$ cat src/rtl/wdt_pkg.sv
package wdt_pkg;

	// ----------------------------------------------------------------
	// register map (byte addresses)
	// ----------------------------------------------------------------
	localparam logic [7:0] ADDR_WD_CONTROL   = 8'h00;
	localparam logic [7:0] ADDR_CLOCK_CTRL   = 8'h04;
	localparam logic [7:0] ADDR_EXT_INT_EN   = 8'h08;
	localparam logic [7:0] ADDR_POWER_MGMT   = 8'h0c;
	localparam logic [7:0] ADDR_FLASH_CTRL   = 8'h10;
	localparam logic [7:0] ADDR_STATUS       = 8'h14;

	// ----------------------------------------------------------------
	// field positions
	// ----------------------------------------------------------------
	localparam int BIT_RESTART     = 0;
	localparam int BIT_RST_ENABLE  = 1;
	localparam int BIT_RST_FLAG    = 2;
	localparam int BIT_INT_FLAG    = 3;
	localparam int BIT_WD_INT_EN   = 4;
	localparam int BIT_WD_SEL_LO   = 6;
	localparam int BIT_CD_LO       = 0;
	localparam int BIT_MULT_FACTOR = 2;
	localparam int BIT_MULT_EN     = 4;
	localparam int BIT_XTAL_RESTART = 5;

	// ----------------------------------------------------------------
	// reset values, commands and response codes
	// ----------------------------------------------------------------
	localparam logic [7:0] CLOCK_CTRL_RST    = 8'h00;
	localparam logic [1:0] CD_RST            = 2'h2;
	localparam logic [7:0] SYS_RESET_CMD     = 8'h5a;
	localparam logic [1:0] RESP_OKAY         = 2'h0;
	localparam logic [1:0] RESP_SLVERR       = 2'h2;

	// ----------------------------------------------------------------
	// counts in system clock cycles
	// ----------------------------------------------------------------
	localparam int        WIDTH_CNT        = 37;
	localparam int        EXP_BASE_CD10    = 17;
	localparam int        EXP_BASE_CD11    = 27;
	localparam int        EXP_BASE_4X      = 15;
	localparam int        EXP_BASE_2X      = 16;
	localparam int        EXP_STEP         = 3;
	localparam logic [19:0] DELAY_4X       = 20'h00080;
	localparam logic [19:0] DELAY_2X       = 20'h00100;
	localparam logic [19:0] DELAY_CD10     = 20'h00200;
	localparam logic [19:0] DELAY_CD11     = 20'h80000;
	localparam int        XTAL_WARM_CYCLES = 65536;
	localparam int        SWRST_EXT_CYCLES = 90;

	// ----------------------------------------------------------------
	// carriers
	// ----------------------------------------------------------------
	typedef struct packed {
		logic       int_flag;
		logic       rst_flag;
		logic       rst_enable;
	} wd_ctrl_t;

	typedef enum logic [2:0] {
		WD_COUNT = 3'b001,
		WD_DELAY = 3'b010,
		WD_FIRE  = 3'b100
	} wd_state_t;

endpackage : wdt_pkg

$ cat src/rtl/watchdog_system_reset.sv
// Functional notes
// RQ1 - divide 10: interval 2^17..2^26 by select, reset 512 cycles later.
// RQ2 - divide 11: interval 2^27..2^36 by select, reset 524288 cycles later.
// RQ3 - watchdog reset issued only while reset-enable bit is set.
// RQ4 - writing one to restart bit begins a full new interval.
// RQ5 - with reset masked, interval timeouts repeat periodically.
// RQ6 - interval expiry sets the interrupt flag, control bit 3.
// RQ7 - watchdog reset sets the reset flag, control bit 2.
// RQ8 - interrupt request forwarded only while extended enable bit 4 set.
// RQ9 - all timeouts counted in system clock cycles.
// RQ10 - startup counter counts 65536 crystal cycles before crystal is used.
// RQ11 - warm-up applied at power-up and on each crystal restart after stop.
// RQ12 - setting multiplier enable imposes a watchdog-timed startup delay.
// RQ13 - enabled watchdog interrupt wakes the system from idle.
// RQ14 - writing reset command to flash control starts a system reset.
// RQ15 - software reset lasts about 90 external clocks, reset pin high.
// RQ16 - afterwards reset pin driven low, execution restarts at 0000h.
// RQ17 - divide 00: 2^15.. +128 at 4X, 2^16.. +256 at 2X.
// RQ18 - any reset returns the default divide ratio.
// RQ19 - interval select lives in clock control bits 7:6.
// RQ20 - software clears the interrupt flag; servicing does not.
// RQ21 - restart clears interval and delay counts.
// RQ22 - reset flag survives its reset, cleared only by software write; the code also clears it on SRST.
module watchdog_system_reset
	import wdt_pkg::*;
#(
	parameter int XTAL_WARM = XTAL_WARM_CYCLES,
	parameter int SWRST_LEN = SWRST_EXT_CYCLES
) (
	// clock and reset
	input  wire logic        CLK,
	input  wire logic        SRST,
	// axi4-lite write
	input  wire logic [7:0]  AWADDR,
	input  wire logic        AWVALID,
	output logic             AWREADY,
	input  wire logic [31:0] WDATA,
	input  wire logic [3:0]  WSTRB,
	input  wire logic        WVALID,
	output logic             WREADY,
	output logic [1:0]       BRESP,
	output logic             BVALID,
	input  wire logic        BREADY,
	// axi4-lite read
	input  wire logic [7:0]  ARADDR,
	input  wire logic        ARVALID,
	output logic             ARREADY,
	output logic [31:0]      RDATA,
	output logic [1:0]       RRESP,
	output logic             RVALID,
	input  wire logic        RREADY,
	// system side
	input  wire logic        IDLE_MODE,
	output logic             WD_IRQ,
	output logic             IDLE_WAKE,
	output logic             SYS_RESET,
	output logic             RST_PIN,
	output logic             XTAL_READY,
	output logic             MULT_READY
);

	// ----------------------------------------------------------------
	// registers
	// ----------------------------------------------------------------
	wd_ctrl_t               ctrl_r;
	logic [7:0]             clk_ctrl_r;
	logic                   wd_int_en_r;
	logic [7:0]             pmr_r;
	wd_state_t              state_r;
	logic [WIDTH_CNT-1:0]   cnt_r;
	logic [19:0]            dly_r;
	logic [16:0]            warm_r;
	logic                   warm_busy_r;
	logic                   mult_pend_r;
	logic [6:0]             swrst_r;
	logic                   swrst_busy_r;
	logic                   wd_rst_r;
	logic [7:0]             aw_addr_r;
	logic                   aw_have_r;
	logic [31:0]            w_data_r;
	logic [3:0]             w_strb_r;
	logic                   w_have_r;
	logic                   mult_en_prev_r;
	logic                   mult_wait_r;

	// ----------------------------------------------------------------
	// axi write decode
	// ----------------------------------------------------------------
	wire        wr_go    = aw_have_r && w_have_r && !BVALID;
	wire        wr_b0    = wr_go && w_strb_r[0];
	wire        wr_ctrl  = wr_b0 && (aw_addr_r == ADDR_WD_CONTROL);
	wire        wr_clock_control_reg = wr_b0 && (aw_addr_r == ADDR_CLOCK_CTRL);
	wire        wr_eie   = wr_b0 && (aw_addr_r == ADDR_EXT_INT_EN);
	wire        wr_pmr   = wr_b0 && (aw_addr_r == ADDR_POWER_MGMT);
	wire        wr_flash = wr_b0 && (aw_addr_r == ADDR_FLASH_CTRL);
	wire        wr_hit   = (aw_addr_r[7:2] <= ADDR_STATUS[7:2]) && (aw_addr_r[1:0] == 2'h0);
	wire [7:0]  wb       = w_data_r[7:0];

	// ----------------------------------------------------------------
	// timeout selection
	// ----------------------------------------------------------------
	wire [1:0]  cd_sel   = clk_ctrl_r[BIT_CD_LO +: 2];
	// interval select in clock control bits 7:6
	// RQ19 select field
	wire [1:0]  wd_sel   = clk_ctrl_r[BIT_WD_SEL_LO +: 2];
	wire        mult_4x  = pmr_r[BIT_MULT_FACTOR];
	// cd 00 uses the multiplier column, 01 and 10 share a column
	// RQ17 divide 00 column
	wire [5:0]  exp_base = (cd_sel == 2'h3) ? 6'(EXP_BASE_CD11) :
	                       (cd_sel != 2'h0) ? 6'(EXP_BASE_CD10) :
	                       mult_4x ? 6'(EXP_BASE_4X) : 6'(EXP_BASE_2X);
	// RQ1 RQ2 exponent per select
	wire [5:0]  exp_sel  = exp_base + 6'(EXP_STEP) * {4'h0, wd_sel};
	wire [19:0] dly_len  = (cd_sel == 2'h3) ? DELAY_CD11 :
	                       (cd_sel != 2'h0) ? DELAY_CD10 :
	                       mult_4x ? DELAY_4X : DELAY_2X;
	wire [WIDTH_CNT-1:0] interval = WIDTH_CNT'(1) << exp_sel;
	// RQ9 counts in system clocks
	wire        cnt_done = (cnt_r == interval - WIDTH_CNT'(1));
	wire        dly_done = (dly_r == dly_len - 20'h00001);
	// RQ4 restart strobe
	wire        restart  = wr_ctrl && wb[BIT_RESTART];
	// expiry still flags when a restart lands on the same edge
	wire        int_set  = (state_r == WD_COUNT) && cnt_done;
	// RQ3 reset gated by enable
	wire        wd_fire  = (state_r == WD_DELAY) && dly_done && !restart && ctrl_r.rst_enable;
	wire        mult_rise = pmr_r[BIT_MULT_EN] && !mult_en_prev_r;

	// ----------------------------------------------------------------
	// axi handshakes
	// ----------------------------------------------------------------
	always_ff @(posedge CLK) begin
		if (SRST) begin
			aw_have_r <= 1'b0;
			w_have_r  <= 1'b0;
			aw_addr_r <= 8'h00;
			w_data_r  <= 32'h00000000;
			w_strb_r  <= 4'h0;
			BVALID    <= 1'b0;
			BRESP     <= RESP_OKAY;
		end else begin
			if (AWVALID && AWREADY) begin
				aw_have_r <= 1'b1;
				aw_addr_r <= AWADDR;
			end else if (wr_go) begin
				aw_have_r <= 1'b0;
			end
			if (WVALID && WREADY) begin
				w_have_r <= 1'b1;
				w_data_r <= WDATA;
				w_strb_r <= WSTRB;
			end else if (wr_go) begin
				w_have_r <= 1'b0;
			end
			if (wr_go) begin
				BVALID <= 1'b1;
				BRESP  <= wr_hit ? RESP_OKAY : RESP_SLVERR;
			end else if (BREADY) begin
				BVALID <= 1'b0;
			end
		end
	end

	// ready only while the holding slot is empty
	always_ff @(posedge CLK) begin
		if (SRST) begin
			AWREADY <= 1'b0;
			WREADY  <= 1'b0;
		end else begin
			AWREADY <= !aw_have_r && !(AWVALID && AWREADY);
			WREADY  <= !w_have_r && !(WVALID && WREADY);
		end
	end

	// read path, one outstanding
	wire        rd_hit = (ARADDR[7:2] <= ADDR_STATUS[7:2]) && (ARADDR[1:0] == 2'h0);
	wire [7:0]  rd_byte =
		(ARADDR == ADDR_WD_CONTROL) ? {4'h0, ctrl_r.int_flag, ctrl_r.rst_flag, ctrl_r.rst_enable, 1'b0} :
		(ARADDR == ADDR_CLOCK_CTRL) ? clk_ctrl_r :
		(ARADDR == ADDR_EXT_INT_EN) ? {3'h0, wd_int_en_r, 4'h0} :
		(ARADDR == ADDR_POWER_MGMT) ? pmr_r :
		(ARADDR == ADDR_STATUS)     ? {4'h0, mult_wait_r, warm_busy_r, swrst_busy_r, state_r[2:1] != 2'h0} :
		8'h00;

	always_ff @(posedge CLK) begin
		if (SRST) begin
			ARREADY <= 1'b0;
			RVALID  <= 1'b0;
			RDATA   <= 32'h00000000;
			RRESP   <= RESP_OKAY;
		end else begin
			ARREADY <= !RVALID && ARVALID && !ARREADY;
			if (ARVALID && ARREADY) begin
				RVALID <= 1'b1;
				RDATA  <= {24'h000000, rd_byte};
				RRESP  <= rd_hit ? RESP_OKAY : RESP_SLVERR;
			end else if (RREADY) begin
				RVALID <= 1'b0;
			end
		end
	end

	// ----------------------------------------------------------------
	// configuration registers
	// ----------------------------------------------------------------
	// any reset, including the watchdog's own, restores defaults
	always_ff @(posedge CLK) begin
		if (SRST || SYS_RESET) begin
			// RQ18 default divide ratio
			clk_ctrl_r  <= CLOCK_CTRL_RST | {6'h00, CD_RST};
			wd_int_en_r <= 1'b0;
			pmr_r       <= 8'h00;
		end else begin
			if (wr_clock_control_reg)
				clk_ctrl_r <= wb;
			if (wr_eie)
				wd_int_en_r <= wb[BIT_WD_INT_EN];
			if (wr_pmr)
				pmr_r <= wb;
		end
	end

	// sticky flags: hardware set wins over a software clear
	always_ff @(posedge CLK) begin
		if (SRST) begin
			ctrl_r.int_flag   <= 1'b0;
			ctrl_r.rst_flag   <= 1'b0;
			ctrl_r.rst_enable <= 1'b0;
		end else begin
			// RQ6 interval sets flag
			// RQ20 cleared only by write or SRST
			if (int_set)
				ctrl_r.int_flag <= 1'b1;
			else if (wr_ctrl)
				ctrl_r.int_flag <= wb[BIT_INT_FLAG];
			// RQ7 RQ22 reset flag survives
			if (wd_fire)
				ctrl_r.rst_flag <= 1'b1;
			else if (wr_ctrl)
				ctrl_r.rst_flag <= wb[BIT_RST_FLAG];
			// enable falls back to default on any reset, like the config
			if (SYS_RESET)
				ctrl_r.rst_enable <= 1'b0;
			else if (wr_ctrl)
				ctrl_r.rst_enable <= wb[BIT_RST_ENABLE];
		end
	end

	// ----------------------------------------------------------------
	// watchdog counter
	// ----------------------------------------------------------------
	always_ff @(posedge CLK) begin
		if (SRST || SYS_RESET || restart) begin
			// RQ21 restart clears both counts
			state_r <= WD_COUNT;
			cnt_r   <= '0;
			dly_r   <= 20'h00000;
		end else begin
			case (state_r)
				WD_COUNT: begin
					cnt_r <= cnt_done ? '0 : cnt_r + WIDTH_CNT'(1);
					if (cnt_done)
						state_r <= WD_DELAY;
				end
				WD_DELAY: begin
					// RQ5 masked reset keeps period
					dly_r <= dly_done ? 20'h00000 : dly_r + 20'h00001;
					cnt_r <= cnt_r + WIDTH_CNT'(1);
					if (dly_done)
						state_r <= ctrl_r.rst_enable ? WD_FIRE : WD_COUNT;
				end
				WD_FIRE: begin
					state_r <= WD_COUNT;
				end
				default: begin
					state_r <= WD_COUNT;
				end
			endcase
		end
	end

	// ----------------------------------------------------------------
	// startup counters
	// ----------------------------------------------------------------
	always_ff @(posedge CLK) begin
		if (SRST) begin
			// RQ11 warm-up at power-up
			warm_busy_r    <= 1'b1;
			warm_r         <= 17'h00000;
			mult_en_prev_r <= 1'b0;
			mult_wait_r    <= 1'b0;
		end else begin
			mult_en_prev_r <= pmr_r[BIT_MULT_EN];
			// RQ11 restart after stop
			if (wr_pmr && wb[BIT_XTAL_RESTART]) begin
				warm_busy_r <= 1'b1;
				warm_r      <= 17'h00000;
			// RQ10 count crystal warm-up
			end else if (warm_busy_r) begin
				warm_r <= warm_r + 17'h00001;
				if (warm_r == 17'(XTAL_WARM - 1))
					warm_busy_r <= 1'b0;
			end
			// RQ12 watchdog-timed multiplier delay
			if (mult_rise)
				mult_wait_r <= 1'b1;
			else if (!pmr_r[BIT_MULT_EN] || int_set)
				mult_wait_r <= 1'b0;
		end
	end

	// ----------------------------------------------------------------
	// system reset sequencing
	// ----------------------------------------------------------------
	always_ff @(posedge CLK) begin
		if (SRST) begin
			swrst_busy_r <= 1'b0;
			swrst_r      <= 7'h00;
			wd_rst_r     <= 1'b0;
		end else begin
			wd_rst_r <= wd_fire;
			// RQ14 command starts reset
			if (wr_flash && wb == SYS_RESET_CMD && !swrst_busy_r) begin
				swrst_busy_r <= 1'b1;
				swrst_r      <= 7'h00;
			// RQ15 hold about 90 clocks
			end else if (swrst_busy_r) begin
				swrst_r <= swrst_r + 7'h01;
				if (swrst_r == 7'(SWRST_LEN - 1))
					swrst_busy_r <= 1'b0;
			end
		end
	end

	// ----------------------------------------------------------------
	// registered outputs
	// ----------------------------------------------------------------
	always_ff @(posedge CLK) begin
		if (SRST) begin
			WD_IRQ     <= 1'b0;
			IDLE_WAKE  <= 1'b0;
			SYS_RESET  <= 1'b0;
			RST_PIN    <= 1'b0;
			XTAL_READY <= 1'b0;
			MULT_READY <= 1'b0;
		end else begin
			// RQ8 gated by enable
			WD_IRQ     <= ctrl_r.int_flag && wd_int_en_r;
			// RQ13 wake from idle
			IDLE_WAKE  <= ctrl_r.int_flag && wd_int_en_r && IDLE_MODE;
			// RQ16 pin low when done
			SYS_RESET  <= swrst_busy_r || wd_rst_r;
			RST_PIN    <= swrst_busy_r;
			XTAL_READY <= !warm_busy_r;
			MULT_READY <= pmr_r[BIT_MULT_EN] && !mult_wait_r && !mult_rise;
		end
	end

endmodule : watchdog_system_reset

$ cat config.mk
export PLATFORM = sky130hd
export DESIGN_NAME = watchdog_system_reset
export DESIGN_NICKNAME = d
export VERILOG_FILES = /design/src/rtl/wdt_pkg.sv /design/src/rtl/watchdog_system_reset.sv
export SDC_FILE = /design/constraint.sdc
export NUM_CORES = 1
export LEC_CHECK = 0
export ABC_AREA = 1
export BUFFER_PORTS_ARGS = -buffer_cell sky130_fd_sc_hd__buf_2
export CAP_MARGIN = 20
export CELL_PAD_IN_SITES_DETAIL_PLACEMENT = 1
export CELL_PAD_IN_SITES_GLOBAL_PLACEMENT = 1
export CORE_ASPECT_RATIO = 0.9
export CORE_UTILIZATION = 30
export CTS_CLUSTER_DIAMETER = 100
export DETAILED_ROUTE_END_ITERATION = 16
export HOLD_SLACK_MARGIN = 0.12
export PLACE_DENSITY_LB_ADDON = 0.1
export SYNTH_ARGS = -nofsm -noshare
export SYNTH_HDL_FRONTEND = slang
export SYNTH_SLANG_ARGS = --single-unit
$ cat constraint.sdc
create_clock -name CLK -period 12.57 [get_ports CLK]
set_input_delay 1.257 -clock CLK [delete_from_list [all_inputs] [get_ports CLK]]
set_output_delay 1.257 -clock CLK [all_outputs]
set_load 0.005 [all_outputs]
Word-level counts from Yosys, hierarchy flattened
Index checks and enable logic that the tools add are counted.
Operators by class
  multipliers: 1
  equality and inequality tests: 18
  reduce and logical (&&, ||, !) cells: 66
  shift-type cells: 1
  $add $sub $neg: 7
  multiplexer cells: 38
  order comparisons: 2
Operators by type and width (number)
  one-hot mux 37 bit (2 select lines): 1
  2-to-1 mux 20 bit: 2
  adder 37 x 1 -> 37 bit (second input constant): 1
  equality test 37 bit: 1
  2-to-1 mux 37 bit: 1
  << shifter 1 x 6 -> 37 bit (first input constant): 1
  subtractor 37 x 1 -> 37 bit (second input constant): 1
  equality test 8 x 4 -> 1 bit (second input constant): 4
  2-to-1 mux 8 bit: 4
  logical AND 1 bit: 30
  adder 20 x 1 -> 20 bit (second input constant): 1
  equality test 20 bit: 1
  nonzero test 2 bit: 10
  subtractor 20 x 1 -> 20 bit (second input constant): 1
  2-to-1 mux 1 bit: 18
  adder 17 x 1 -> 17 bit (second input constant): 1
  equality test 17 x 16 -> 1 bit (second input constant): 1
  equality test 8 x 3 -> 1 bit (second input constant): 2
  equality test 8 x 5 -> 1 bit (second input constant): 2
  logical NOT 8 bit: 2
  2-to-1 mux 5 bit: 3
  logical NOT 1 bit: 14
  <= comparator 6 x 3 -> 1 bit (second input constant): 2
  2-to-1 mux 10 bit: 1
  18 further kinds: 28
Storage, ports and cells
  register bits: 151
  output and inout port bits: 47

Depth between registers and ports, before layout
  word-level depth: 11
  mapped depth: 33
  depth with buffers taken out: 31

Worst setup path before layout
OpenSTA, ideal clock, no wires.
  path type: register to register
  from: reg clk_ctrl_r[0]
  to: reg cnt_r[0]
  setup slack: 8.289 ns
  arrival time: 4.169 ns
  path buffers: 1
  cell stages (with the launch flop): 32
  required time: 12.458 ns
  cell sequence: dfxtp_1 > nor2_4 > nand2_4 > nand2_4 > fa_1 > ha_1 > inv_1 > fa_1 > a21oi_4 > nor2_1 > nand3_2 > inv_1 > nand2_2 > ha_1 > nand2_2 > nor2_4 > nand2_2 > nor2_4 > nand2_1 > nand2_1 > nand2_1 > nand2_1 > nand2_1 > nor2_1 > nand2_1 > nor2_1 > nand2_1 > nand2_2 > nand2_4 > buf_6 > o21ai_2 > inv_1
On the way
  word-level cells in the longest chain between the ends: 9
Ends and longest elaborated chain
  start, declared: RTL line watchdog_system_reset.sv:66  | logic [7:0] clk_ctrl_r;
  start signal, assigned: RTL line watchdog_system_reset.sv:210  | clk_ctrl_r <= CLOCK_CTRL_RST | {6'h00, CD_RST};
  start signal, assigned: RTL line watchdog_system_reset.sv:215  | clk_ctrl_r <= wb;
  nonzero test 2 bit: RTL line watchdog_system_reset.sv:110  | (cd_sel != 2'h0) ? 6'(EXP_BASE_CD10) :
  2-to-1 mux 5 bit: RTL line watchdog_system_reset.sv:110
  2-to-1 mux 5 bit *: RTL line watchdog_system_reset.sv:109  | wire [5:0] exp_base = (cd_sel == 2'h3) ? 6'(EXP_BASE_CD11) :
  adder 5 x 4 -> 6 bit *: RTL line watchdog_system_reset.sv:113  | wire [5:0] exp_sel = exp_base + 6'(EXP_STEP) * {4'h0, wd_sel};
  << shifter 1 x 6 -> 37 bit *: RTL line watchdog_system_reset.sv:117  | wire [WIDTH_CNT-1:0] interval = WIDTH_CNT'(1) << exp_sel;
  subtractor 37 x 1 -> 37 bit *: RTL line watchdog_system_reset.sv:119  | wire cnt_done = (cnt_r == interval - WIDTH_CNT'(1));
  equality test 37 bit *: RTL line watchdog_system_reset.sv:119
  2-to-1 mux 37 bit *: RTL line watchdog_system_reset.sv:261  | cnt_r <= cnt_done ? '0 : cnt_r + WIDTH_CNT'(1);
  one-hot mux 37 bit (2 select lines) *: RTL line watchdog_system_reset.sv:259  | case (state_r)
  end signal, assigned: RTL line watchdog_system_reset.sv:261
  end signal, assigned: RTL line watchdog_system_reset.sv:268  | cnt_r <= cnt_r + WIDTH_CNT'(1);
  end, declared: RTL line watchdog_system_reset.sv:70  | logic [WIDTH_CNT-1:0] cnt_r;
Mark *: on every way between the ends. The rest lies on a longest branch, timed or not.
A chain may end at the register's enable or synchronous reset.

Worst setup path in the final report
  from: reg clk_ctrl_r[0]
  to: reg cnt_r[26]
Same word-level chain as after synthesis.

==> flow_metrics.py <==
metrics = {
    "timing": {
        "setup_viol": 0,
        "fin_crit_sh_pct": 46.28,
        "period_minus_slack_ns": 5.817,
        "worst_clock_skew_ns": 0.01059,
        "hold_ws_ns": 0.4376,
        "worst_pin_slew_ns": 0.8804,
        "final.setup.worst_slack_ns": 6.753,
        "slew_headroom_pct": 41.10,
        "fmax_mhz": 171.9,
        "rsz0062_at_grt": "false",
        "slew_violations": 0,
        "setup_tns_ns": 0,
        "hold_viol": 0,
    },
    "clock_network": {
        "htree_levels": 4,
        "clock_latency_ns": 0.45,
        "cts_max_path_buffers": 2,
        "post_cts_buffers": 0,
        "cts.repair.resized": 0,
        "cts_tree": "done",
        "hold_buffers": 0,
        "cts-root-buf": "clkbuf_16",
        "clkTransAtPathRegs_ns": 0.07,
        "cts-buffers-inserted": 17,
        "clock_sinks": 149,
    },
    "min_path": {
        "whs_path_depth": 2,
        "hold_end": "MULT_READY",
        "hold_path.class": "flop to flop",
        "hp-start": "mult_en_prev_r",
    },
    "finish": {
        "final_cell_mix": "nand2_1 (328), nor2_1 (190), inv_1 (188)",
        "fin_cells": 1941,
        "final_common_cell": "nand2_1",
        "layout.nets": 1593,
        "multi_input_area_um2": 5548,
        "drive_gt1_share_pct": 9.595,
        "seq_area_um2": 2983,
        "antenna_cells": 0,
        "area_growth_pct": 11.40,
        "final_area_um2": 10620,
        "nFillCells": 4015,
    },
    "setup_path": {
        "slowest_delay_ns": 0.62,
        "timing.critical_path.mode_cell": "nor2_1",
        "critPathSlowestCell": "nor2_1",
        "r2r_slack_ns": 6.75,
        "start_kind": "flop",
        "cp.arrival_ns": 6.12,
        "worstReg2RegStart": "clk_ctrl_r[0]",
        "cp.required_ns": 12.87,
        "r2r_end": "cnt_r[26]",
        "critPathCaptureType": "flop",
        "crit_type": "flop to flop",
        "ff2ff_path_depth": 27,
        "path_max_fanout": 37,
    },
    "detailed_routing": {
        "drt_pre_antenna_iters": 4,
        "via_per_inst": 4.816,
        "num_vias": 9348,
        "drc": 0,
        "routed_wl_um": 29830,
        "antenna_left": 0,
        "detail_route.wl_per_cell_um": 15.37,
        "initialDrtViolationCount": 477,
    },
    "yosys": {
        "yosys.area.top_type": "dfxtp_1",
        "ys_top_cells_by_area": "dfxtp_1 (31%), nand2_1 (13%), nor2_1 (7.5%)",
        "yosysSeqAreaShare_pct": 31.28,
        "ys_types": 53,
        "syn_area_um2": 9535,
        "ys_warn_count": 0,
        "synthCells": 1474,
        "synth_seq_cells": 149,
        "synth_top_cell_area_share_pct": 31.28,
        "synth_area_per_cell_um2": 6.469,
    },
    "die": {
        "die_h_um": 171.1,
        "num_rows": 61,
        "die_x_um": 189.9,
        "start_util_pct": 30.70,
        "die_area_um2": 32500,
        "io_pins": 107,
        "coreArea_um2": 31060,
    },
    "grt": {
        "grt_max_degree": 51,
        "gr-total-overflow": 0,
        "gr-usage-met3_pct": 3.487,
        "antenna_found_initial": 0,
        "track_usage_pct": 19.13,
        "grt_util_met2_pct": 30.50,
        "grt_pass1_wl_um": 49140,
        "grt_use_met1_pct": 26.68,
        "grt_pass1_vias": 9331,
        "busiest_layer": "met2",
    },
    "place": {
        "io_buffers": 53,
        "dp_hpwl_um": 22900,
        "pre_cts_ws_ns": 6.731,
        "gp_congestion": 0.8410,
        "placed_area_um2": 10070,
        "dp.cells": 1908,
    },
    "power_and_ir_drop": {
        "swShare_pct": 25.34,
        "p_comb_share_pct": 4.1,
        "p_sw_uw": 256.8,
        "irDropWorstVdd_mv": 0.09286,
        "power_frac_clock_pct": 47.9,
        "power_density_nw_per_um2": 95.39,
        "cell_internal_pwr_uw": 756.5,
        "p_leak_uw": 0.004575,
        "sequentialPowerShare_pct": 47.9,
    },
    "job": {
        "max_cap_viol_count": 0,
    },
    "outcome": {
        "status": "finished clean",
    },
}
state kept, by name, indices dropped and copies added, names as in the netlist, 3 cells and up:
name,count
RDATA,8
aw_addr_r,8
clk_ctrl_r,8
cnt_r,37
ctrl_r,3
dly_r,20
pmr_r,8
state_r,3
swrst_r,7
w_data_r,8
warm_r,17
power groups by stage:
stage / clock network, µW / logic (µW) / registers (µW)
4_1_cts: 502 / 42.5 / 485
5_1_grt: 523 / 49.0 / 486
3_3_place_gp: 0 / 41.6 / 496
2_1_floorplan: 0 / 33.3 / 495
6_report: 486 / 42.0 / 486
3_5_place_dp: 0 / 42.4 / 496
critical path, delay by kind of cell (launching register included):
| family | cells | cell delay, ns |
|---|---|---|
| AOI/OAI and AO/OA | 2 | 0.21 |
| adders and majority gates | 3 | 1.14 |
| buffers and inverters | 2 | 0.21 |
| DFF | 1 | 0.39 |
| and+or+nand+nor | 20 | 3.69 |
logic make-up after synthesis:
group	count (synthesis)	synth area share [%]
buffers and inverters	253	11.52
other	1	0.03933
AOI/OAI and AO/OA	224	13.10
xor gates and xnor gates	65	5.970
adders and majority gates	13	1.863
DFF	149	31.28
and+or+nand+nor	769	36.23
cell usage after synthesis (all sizes together):
master and instances:
buf 39, a21boi 2, nand4 29, o31a 1, a211oi 5, nor3b 5, clkinv 4, o21bai 3
o21a 1, o21ai 65, a21o 1, dfxtp 149, a22o 1, conb 1, clkbuf 18, xnor2 11
nor4b 1, nand3b 8, nand3 111, inv 192, nor2 207, ha 11, nor3 34, or2 7
a221oi 2, o211a 1, fa 2, and2 1, o2111ai 1, o31ai 1, a21oi 116, nor4 16
nand2 350, o22ai 6, a31oi 3, o311ai 1, xor2 54, o211ai 12, o221ai 2
layout make-up:
class                      instances  area share [%]
clock buffer                      21           4.335
multi-input combinational       1097           52.23
clock inverter                    10          0.7185
sequential                       149           28.08
tap                              409           4.817
inverter                         196           6.926
timing repair buffer              59           2.898
worst max path at each step:
stage,start,cells past startpoint,end,slack [ns]
5_1_grt,clk_ctrl_r[0],27,cnt_r[23],6.26
3_3_place_gp,clk_ctrl_r[0],27,cnt_r[0],6.71
6_report,clk_ctrl_r[0],27,cnt_r[26],6.75
4_1_cts,clk_ctrl_r[0],27,cnt_r[14],6.70
2_1_floorplan,clk_ctrl_r[0],31,cnt_r[0],8.29
3_5_place_dp,clk_ctrl_r[0],27,cnt_r[26],6.73
through the flow:
| step | power, µW | utilization (%) |
|---|---|---|
| 6_report | 1013 | 34.20 |
| 5_1_grt | 1058 | 34.20 |
| 4_1_cts | 1030 | 34.16 |
| 3_5_place_dp | 538.6 | 32.43 |
| 3_3_place_gp | 537.6 | 32.43 |
| 2_1_floorplan | 527.9 | - |
metal layers:
layer  vias up  part of all wire [%]
li1       4818                     -
met4         0                  0.81
met5         -                     0
met2       101                    44
met1      4408                    53
met3        21                   2.9
(Power assumes the default switching activity.)
